**config.mk**
```make
export PLATFORM = sky130hd
export DESIGN_NAME = elevator_brake_sequencer
export DESIGN_NICKNAME = d
export VERILOG_FILES = /design/src/brake_seq_pkg.sv /design/src/elevator_brake_sequencer.sv
export VERILOG_INCLUDE_DIRS = /design/src
export SDC_FILE = /design/constraint.sdc
export NUM_CORES = 1
export LEC_CHECK = 0
export ABC_AREA = 1
export BUFFER_PORTS_ARGS = -buffer_cell sky130_fd_sc_hd__clkbuf_2
export CAP_MARGIN = 20
export CORE_UTILIZATION = 51
export DETAILED_ROUTE_END_ITERATION = 10
export PLACE_DENSITY = 0.7
export REMOVE_ABC_BUFFERS = 1
export SETUP_SLACK_MARGIN = 0.3
export SYNTH_ARGS = -nofsm -noshare
export SYNTH_HDL_FRONTEND = slang
export SYNTH_SLANG_ARGS = --single-unit
```
**constraint.sdc**
```tcl
create_clock -name clk -period 23.4 [get_ports clk]
set_clock_uncertainty 0.15 [all_clocks]
set_input_delay 2.34 -clock clk [delete_from_list [all_inputs] [get_ports clk]]
set_output_delay 2.34 -clock clk [all_outputs]
set_load 0.01 [all_outputs]
```
**src/brake_seq_map.svh**
```systemverilog
`ifndef BRAKE_SEQ_MAP_SVH
`define BRAKE_SEQ_MAP_SVH
`define CLK_MHZ 200
`define TICK_MS 10
`define IDX_ZERO_SPEED 14'h0680
`define IDX_START_CUR 14'h0681
`define IDX_STOP_CUR 14'h0682
`define IDX_START_HOLD 14'h0683
`define IDX_STOP_HOLD 14'h0684
`define IDX_BRK_REL 14'h0685
`define IDX_BRK_CLS 14'h0686
`define IDX_RUN_DLY 14'h0687
`define IDX_CONT_DLY 14'h0688
`define IDX_CTRL 14'h0689
`define IDX_STAT 14'h068a
`define CUR_RST 16'h0032
`define START_HOLD_RST 16'h0028
`define STOP_HOLD_RST 16'h003c
`define BRK_REL_RST 16'h0014
`define BRK_CLS_RST 16'h000a
`define RUN_DLY_RST 16'h000a
`define CONT_DLY_RST 16'h000a
`define ZS_DEF_OPEN 16'h0064
`define ZS_DEF_CLOSED 16'h0000
`define MODE_RST 2'h0
`define CTRL_STOP_BIT 4
`endif

```
**src/brake_seq_pkg.sv**
```systemverilog
package brake_seq_pkg;
    typedef enum logic [2:0] {
        ST_IDLE = 3'b000,
        ST_RUN_DLY = 3'b001,
        ST_START = 3'b010,
        ST_RIDE = 3'b011,
        ST_STOP = 3'b100,
        ST_CONT = 3'b101
    } seq_state_e;
    typedef enum logic [1:0] {
        MODE_VF = 2'b00,
        MODE_OLV = 2'b01,
        MODE_CLV = 2'b10,
        MODE_CLOSED_LOOP_VECTOR_MAGNET_MOTOR = 2'b11
    } control_mode_e;
    typedef struct packed {
        logic run;
        logic inject;
        logic lock;
        logic brake_release;
        logic contactor_on;
    } drive_cmd_s;
    typedef logic [15:0] setting_t;
endpackage

```
**src/elevator_brake_sequencer.sv**
```systemverilog
`timescale 1ns/1ps
`include "brake_seq_map.svh"
module elevator_brake_sequencer
    import brake_seq_pkg::*;
#(
    parameter int TICK_CYCLES = `TICK_MS * 1000 * `CLK_MHZ
) (
    input wire logic clk,
    input wire logic rst,
    input wire logic psel,
    input wire logic penable,
    input wire logic pwrite,
    input wire logic [15:0] paddr,
    input wire logic [31:0] pwdata,
    output logic [31:0] prdata,
    output logic pready,
    output logic pslverr,
    input wire logic travel_up,
    input wire logic travel_down,
    input wire logic [15:0] output_speed,
    output drive_cmd_s drive_cmd,
    output setting_t inject_current
);
    localparam int NCFG = 9;
    localparam setting_t CFG_RST [NCFG] = '{16'h0000, `CUR_RST, `CUR_RST, `START_HOLD_RST,
        `STOP_HOLD_RST, `BRK_REL_RST, `BRK_CLS_RST, `RUN_DLY_RST, `CONT_DLY_RST};

    setting_t cfg_reg [NCFG];
    logic zs_written_reg;
    control_mode_e mode_reg;
    logic coast_reg;
    seq_state_e state_reg, state_next;
    logic [21:0] presc_reg;
    logic tick;
    setting_t phase_ticks_reg, brake_ticks_reg;
    logic [2:0] up_sync_reg, dn_sync_reg;
    logic up_reg, dn_reg;
    logic closed_loop, phase_done, brake_clr;
    setting_t zs_thr, close_eff;
    logic [13:0] idx;
    logic setup_rd, access_wr, idx_ok;

    assign idx = paddr[15:2];
    assign setup_rd = psel && !penable;
    assign access_wr = psel && penable && pwrite;
    assign pready = 1'b1;
    assign idx_ok = (paddr[1:0] == 2'h0) && idx >= `IDX_ZERO_SPEED && idx <= `IDX_STAT;
    assign pslverr = psel && penable && !idx_ok;
    assign closed_loop = mode_reg == MODE_CLV || mode_reg == MODE_CLOSED_LOOP_VECTOR_MAGNET_MOTOR;

    // Unwritten threshold tracks the mode default
    always_comb begin
        if (zs_written_reg) begin
            zs_thr = cfg_reg[0];
        end else if (closed_loop) begin
            zs_thr = `ZS_DEF_CLOSED;
        end else begin
            zs_thr = `ZS_DEF_OPEN;
        end
    end

    // Close delay may never outlast the stop hold
    assign close_eff = (cfg_reg[6] > cfg_reg[4]) ? cfg_reg[4] : cfg_reg[6];

    genvar gi;
    generate
        for (gi = 0; gi < NCFG; gi++) begin : g_cfg
            always_ff @(posedge clk or posedge rst) begin
                if (rst) begin
                    cfg_reg[gi] <= CFG_RST[gi];
                end else if (access_wr && idx_ok && idx == `IDX_ZERO_SPEED + 14'(gi)) begin
                    cfg_reg[gi] <= pwdata[15:0];
                end
            end
        end
    endgenerate

    always_ff @(posedge clk or posedge rst) begin
        if (rst) begin
            zs_written_reg <= 1'b0;
        end else if (access_wr && idx_ok && idx == `IDX_ZERO_SPEED) begin
            zs_written_reg <= 1'b1;
        end
    end

    always_ff @(posedge clk or posedge rst) begin
        if (rst) begin
            mode_reg <= control_mode_e'(`MODE_RST);
            coast_reg <= 1'b0;
        end else if (access_wr && idx_ok && idx == `IDX_CTRL) begin
            mode_reg <= control_mode_e'(pwdata[1:0]);
            coast_reg <= pwdata[`CTRL_STOP_BIT];
        end
    end

    // Read data latched in setup so the access phase needs no wait
    always_ff @(posedge clk or posedge rst) begin
        if (rst) begin
            prdata <= 32'h0000_0000;
        end else if (setup_rd) begin
            prdata <= 32'h0000_0000;
            if (idx_ok && idx <= `IDX_CONT_DLY) begin
                prdata[15:0] <= (idx == `IDX_ZERO_SPEED) ? zs_thr : cfg_reg[4'(idx - `IDX_ZERO_SPEED)];
            end else if (idx_ok && idx == `IDX_CTRL) begin
                prdata[1:0] <= mode_reg;
                prdata[`CTRL_STOP_BIT] <= coast_reg;
            end else if (idx_ok) begin
                prdata[2:0] <= state_reg;
                prdata[7:3] <= drive_cmd;
            end
        end
    end

    // Pins: a change counts once stages two and three agree
    always_ff @(posedge clk or posedge rst) begin
        if (rst) begin
            up_sync_reg <= 3'h0;
            dn_sync_reg <= 3'h0;
            up_reg <= 1'b0;
            dn_reg <= 1'b0;
        end else begin
            up_sync_reg <= {up_sync_reg[1:0], travel_up};
            dn_sync_reg <= {dn_sync_reg[1:0], travel_down};
            if (up_sync_reg[1] == up_sync_reg[2]) begin
                up_reg <= up_sync_reg[2];
            end
            if (dn_sync_reg[1] == dn_sync_reg[2]) begin
                dn_reg <= dn_sync_reg[2];
            end
        end
    end

    // Prescaler restarts on each phase entry so phases are exact
    assign tick = presc_reg == 22'(TICK_CYCLES - 1);
    always_ff @(posedge clk or posedge rst) begin
        if (rst) begin
            presc_reg <= 22'h0;
        end else if (state_next != state_reg || tick) begin
            presc_reg <= 22'h0;
        end else begin
            presc_reg <= presc_reg + 22'h1;
        end
    end

    always_ff @(posedge clk or posedge rst) begin
        if (rst) begin
            phase_ticks_reg <= 16'h0;
        end else if (state_next != state_reg) begin
            phase_ticks_reg <= 16'h0;
        end else if (tick && phase_ticks_reg != 16'hffff) begin
            phase_ticks_reg <= phase_ticks_reg + 16'h1;
        end
    end

    // Brake timer spans start hold into the ride
    assign brake_clr = (state_next == ST_START && state_reg != ST_START)
        || (state_next == ST_RIDE && state_reg == ST_RUN_DLY)
        || (state_next == ST_STOP && state_reg != ST_STOP);
    always_ff @(posedge clk or posedge rst) begin
        if (rst) begin
            brake_ticks_reg <= 16'h0;
        end else if (brake_clr) begin
            brake_ticks_reg <= 16'h0;
        end else if (tick && brake_ticks_reg != 16'hffff) begin
            brake_ticks_reg <= brake_ticks_reg + 16'h1;
        end
    end

    always_comb begin
        case (state_reg)
            ST_RUN_DLY: phase_done = phase_ticks_reg >= cfg_reg[7];
            ST_START: phase_done = phase_ticks_reg >= cfg_reg[3];
            ST_STOP: phase_done = phase_ticks_reg >= cfg_reg[4];
            ST_CONT: phase_done = phase_ticks_reg >= cfg_reg[8];
            default: phase_done = 1'b0;
        endcase
    end

    always_comb begin
        state_next = state_reg;
        case (state_reg)
            ST_IDLE: begin
                if (up_reg || dn_reg) begin
                    state_next = ST_RUN_DLY;
                end
            end
            ST_RUN_DLY: begin
                if (phase_done) begin
                    state_next = (cfg_reg[3] == 16'h0) ? ST_RIDE : ST_START;
                end
            end
            ST_START: begin
                if (phase_done) begin
                    state_next = ST_RIDE;
                end
            end
            ST_RIDE: begin
                if (!up_reg && !dn_reg) begin
                    if (coast_reg) begin
                        state_next = ST_CONT;
                    end else if (output_speed <= zs_thr) begin
                        state_next = (cfg_reg[4] == 16'h0) ? ST_CONT : ST_STOP;
                    end
                end
            end
            ST_STOP: begin
                if (phase_done) begin
                    state_next = ST_CONT;
                end
            end
            ST_CONT: begin
                if (phase_done) begin
                    state_next = ST_IDLE;
                end
            end
            default: state_next = ST_IDLE;
        endcase
    end

    always_ff @(posedge clk or posedge rst) begin
        if (rst) begin
            state_reg <= ST_IDLE;
        end else begin
            state_reg <= state_next;
        end
    end

    always_ff @(posedge clk or posedge rst) begin
        if (rst) begin
            drive_cmd.run <= 1'b0;
            drive_cmd.inject <= 1'b0;
            drive_cmd.lock <= 1'b0;
            drive_cmd.contactor_on <= 1'b0;
        end else begin
            drive_cmd.run <= state_next inside {ST_START, ST_RIDE, ST_STOP};
            drive_cmd.inject <= state_next inside {ST_START, ST_STOP} && !closed_loop;
            drive_cmd.lock <= state_next inside {ST_START, ST_STOP} && closed_loop;
            drive_cmd.contactor_on <= state_next != ST_IDLE;
        end
    end

    always_ff @(posedge clk or posedge rst) begin
        if (rst) begin
            inject_current <= 16'h0;
        end else if (state_next == ST_START && !closed_loop) begin
            inject_current <= cfg_reg[1];
        end else if (state_next == ST_STOP && !closed_loop) begin
            inject_current <= cfg_reg[2];
        end else begin
            inject_current <= 16'h0;
        end
    end

    always_ff @(posedge clk or posedge rst) begin
        if (rst) begin
            drive_cmd.brake_release <= 1'b0;
        end else begin
            case (state_reg)
                ST_START, ST_RIDE: begin
                    if (brake_ticks_reg >= cfg_reg[5]) begin
                        drive_cmd.brake_release <= 1'b1;
                    end
                end
                ST_STOP: begin
                    if (brake_ticks_reg >= close_eff) begin
                        drive_cmd.brake_release <= 1'b0;
                    end
                end
                default: drive_cmd.brake_release <= 1'b0;
            endcase
        end
    end
endmodule // elevator_brake_sequencer

```
Word level (Yosys, flattened, before mapping)
Cells that the tools add are included.
- output and inout bits: 55
- bits in registers: 250
- word-level logic and storage cells: 160
- eq/ne operators: 30
- $lt $le $gt $ge: 12
- add/subtract/negate cells: 4
- reduce and logical (&&, ||, !) cells: 50
- multiplexer cells: 36
- bitwise gates (word level): 1
- operators with widths (cell ; count):
    $mux 16 ; 11
    $eq 14x11->1 const B ; 10
    $ge 16x16->1 ; 6
    $bmux 16 s4 ; 1
    $add 16x1->16 const B ; 2
    $logic_not 16->1 ; 2
    $ne 16x16->1 const B ; 2
    $logic_and 1x1->1 ; 29
    $le 14x11->1 const B ; 2
    $mux 3 ; 9
    $mux 8 ; 3
    $add 22x1->22 const B ; 1
    $eq 22x21->1 const B ; 1
    $mux 22 ; 1
    $pmux 3 s6 ; 1
    $gt 16x16->1 ; 1
    $le 16x16->1 ; 1
    $ge 14x11->1 const B ; 1
    $eq 3x2->1 const B ; 4
    $eq 3x3->1 const B ; 3
    $mux 7 ; 1
    $reduce_bool 2->1 ; 3
    $reduce_bool 3->1 ; 2
    $ge 5x5->1 const B ; 1
    19 further kinds ; 35

Longest topological paths before layout
- depth in word-level cells: 14
- mapped depth: 25
- gate-level depth less buffers: 23

Least setup slack after synthesis
No wires, ideal clock.
- path type: input port to output port
- start point: in paddr[13]
- end point: out pslverr
- arrival time: 3.606 ns
- data required time: 20.910 ns
- buffers on the path: 0
- cell stages on the path: 9
- path slack: 17.304 ns
- cells stage by stage: nor2_2 -> nand2_2 -> nor3_4 -> nand2_1 -> nand2_1 -> nand3_2 -> nand2_2 -> clkinv_1 -> nor2_1
- word-level cells in the longest chain between the ends: 5
- ends and longest elaborated chain (element ; RTL line ; source):
    start: declaration ; elevator_brake_sequencer.sv:13 ; input wire logic [15:0] paddr,
    $ge 14x11->1 (no source line) ; - ;
    $logic_and 1x1->1 (no source line) ; - ;
    $logic_and 1x1->1 (no source line) (*) ; - ;
    $logic_not 1->1 (*) ; elevator_brake_sequencer.sv:48 ; assign pslverr = psel && penable && !idx_ok;
    $logic_and 1x1->1 (*) ; elevator_brake_sequencer.sv:48 ;
    end: declaration ; elevator_brake_sequencer.sv:17 ; output logic pslverr,
Mark *: on every way between the ends. The rest lies on a longest branch, timed or not.

Final worst setup path
Ends and elaborated chain as after synthesis.

==> qor.yml <==
period_share_pct: 30.20
core_area_sq_um: 28940
status: "finished, final reports clean"
synth_warnings: 0
clkSinkCount: 250
crit_fanout: 14
num_vias: 13370
io_pins: 126
p_seq_share_pct: 43.4
netlist_top_cells_area: "dfrtp_1 38%, ha_1 11%, nand2_1 11%, inv_1 5.1%, o21ai_1 4.5%"
slew_headroom_pct: 26.20
clock_path_buffers: 3
rsz0062_at_grt: "no"
die_w_um: 174.2
leakagePower_nw: 7.902
max_freq_mhz: 141.5
power_density_nw_per_um2: 62.19
clkTransAtPathRegs_ps: 60
p_sw_mw: 0.3054
async_flop_share_pct: 100.0
drc: 0
cts_buffers: 28
synth_top_cell_by_area: "dfrtp_1"
first_global_vias: 12890
tightest_slew_ps: 1104
antenna_found_initial: 0
largest_register_ffs: 144
yosysSeqAreaShare_pct: 41.52
synth.distinct_cells: 54
crit_path_end_kind: "output port"
synthToLayoutAreaGrowth_pct: 10.54
placed_area_sq_um: 15760
avgSynthCellArea_sq_um: 8.039
drive_above_1_share_pct: 10.29
dr.first_iter.drc_count: 983
clkPwrFrac_pct: 43.1
cp-start-kind: "input port"
dieArea_sq_um: 30360
stdcell_area_sq_um: 16720
cts-hold-fix-buffers: 0
crit_chain: "clkbuf_2 -> nor2_2 -> nand2_2 -> nor3_4 -> nand2_1 -> nand2_1 -> nand3_2 -> nand2_2 -> clkinv_1 -> nor2_1 -> clkbuf_2"
die_y_um: 174.2
hpwl_um: 31020
criticalPathCategory: "input port to output port"
syn_inst: 1882
gp_congestion: 0.9419
grt.overflow.total: 0
ir_drop_v: 0.00005405
synthesis.area_sq_um: 15130
initial_core_util_pct: 52.29
final_antenna_net_count: 0
finalCriticalPeriod_ps: 7066
p_total_mw: 1.040
cap_violations: 0
grt_util_all_layers_pct: 28.83
antenna_cells: 0
finalSetupViolations: 0
fin_nets: 2154
cp.arrival_ps: 4580
p_comb_share_pct: 13.4
finalMaxSlewViolations: 0
yosys.cell_count.top_type: "nand2_1"
h-tree-depth: 1
rows: 62
cts_resized: 0
worstPathRequired_ps: 20910
drt_pre_antenna_iters: 5
swShare_pct: 29.37
min_path_type: "flop to flop"
slowest_stage: "nor3_4"
final_util_pct: 57.80
viasPerCell: 5.673
synth.top_cells.by_count: "428 x nand2_1, 230 x dfrtp_1, 205 x inv_1, 153 x nor2_1, 136 x o21ai_1"
post_cts_buffers: 0
slowest_delay_ps: 830
synthFlopType: "dfrtp_1"
wl_per_cell_um: 18.31
p_int_mw: 0.7345
setup_tns_ps: 0
holdWs_ps: 207.0
wl_um: 43130
grt_max_degree: 110
clock_latency_ps: 570
cts-root-buf: "clkbuf_16"
grt_pass1_wl_um: 69060
ys_seq_elements: 250
io_buffers: 92
cts_tree: "yes"
yosysTopAreaCellShare_pct: 38.04
synth_edf_count: 0
timing_hold_violations_final: 0
worst paths after layout:
kind                                startpoint              to  slack [ps]  cells after the start
worst max-delay path                 paddr[13]         pslverr       16330                     11
worst min-delay path            dn_sync_reg[0]  dn_sync_reg[1]         210                      0
worst max register to register  zs_written_reg    presc_reg[7]       19400                     16
worst min register to register  dn_sync_reg[0]  dn_sync_reg[1]         210                      0
max in group asynchronous                  rst       prdata[8]       20040                      3
min in group asynchronous                  rst     cfg_reg[43]        1760                      2
final cells by class:
cell class	count	area, sq um
sequential	250	6281
fill	2692	12210
clock inverter	12	148.9
inverter	211	800.8
multi-input combinational	1359	7681
clock buffer	38	768.2
tap	384	480.5
timing repair buffer	102	563.0
power by group through the flow:
stage | sequential (mW) | clock (mW) | combinational [mW]
CTS | 0.451 | 0.454 | 0.139
detailed placement | 0.459 | 0 | 0.139
finish | 0.452 | 0.448 | 0.140
global route | 0.453 | 0.471 | 0.153
floorplan | 0.458 | 0 | 0.0826
global placement | 0.459 | 0 | 0.138
kinds of logic after synthesis:
kind of cell,Yosys count,synth area share [%]
other cells,2,0.04964
compound gates,401,14.66
simple gates,773,22.63
xor+xnor,31,1.795
mux,4,0.2894
buf+inv,288,8.088
fa+ha+maj,133,10.97
flops,250,41.52
placed cells by master (no fill, tap or decap), types with 3 or more instances in the layout:
master	synthesis	final
a211oi_1	4	4
a21oi_1	85	85
a221oi_1	15	15
a22oi_1	3	3
a31oi_1	10	10
and2_1	4	4
buf_4	18	8
bufinv_16	0	3
clkbuf_1	25	7
clkbuf_16	0	28
clkbuf_2	0	92
clkbuf_8	0	3
clkinv_1	4	4
clkinv_2	1	8
conb_1	2	17
dfrtp_1	230	230
dfstp_2	20	20
ha_1	131	131
inv_1	205	204
mux2_2	3	3
nand2_1	428	428
nand2_2	4	4
nand3_1	42	42
nand3_4	8	8
nand4_1	64	64
nor2_1	153	153
nor2_2	7	7
nor3_1	41	41
nor4_1	9	9
o2111ai_1	4	4
o211ai_1	13	13
o21ai_0	91	91
o21ai_1	136	136
o21bai_1	4	4
o22ai_1	26	26
or2_2	3	3
xnor2_1	8	8
xor2_1	23	23
worst max-delay path: cells and delay by family:
| family | cells | cell delay [ps] |
|---|---|---|
| buffers and inverters | 3 | 500 |
| and+or+nand+nor | 8 | 1720 |
metal layers:
layer | global-route usage [%] | vias to the layer above | part of all wire (%)
met5 | 0 | - | 0
met4 | 9.174 | 0 | 2.8
met3 | 4.243 | 81 | 7.0
met2 | 47.31 | 501 | 47
met1 | 39.20 | 6323 | 44
li1 | - | 6460 | -
metrics by stage:
step | instances | setup slack, ps
5_1_grt | 2356 | 16110
3_5_place_dp | 2304 | 16330
3_3_place_gp | 2304 | 16390
6_report | 2356 | 16330
4_1_cts | 2354 | 16330
2_1_floorplan | 1820 | 14070
No activity file was read; power rests on OpenSTA's default activity.
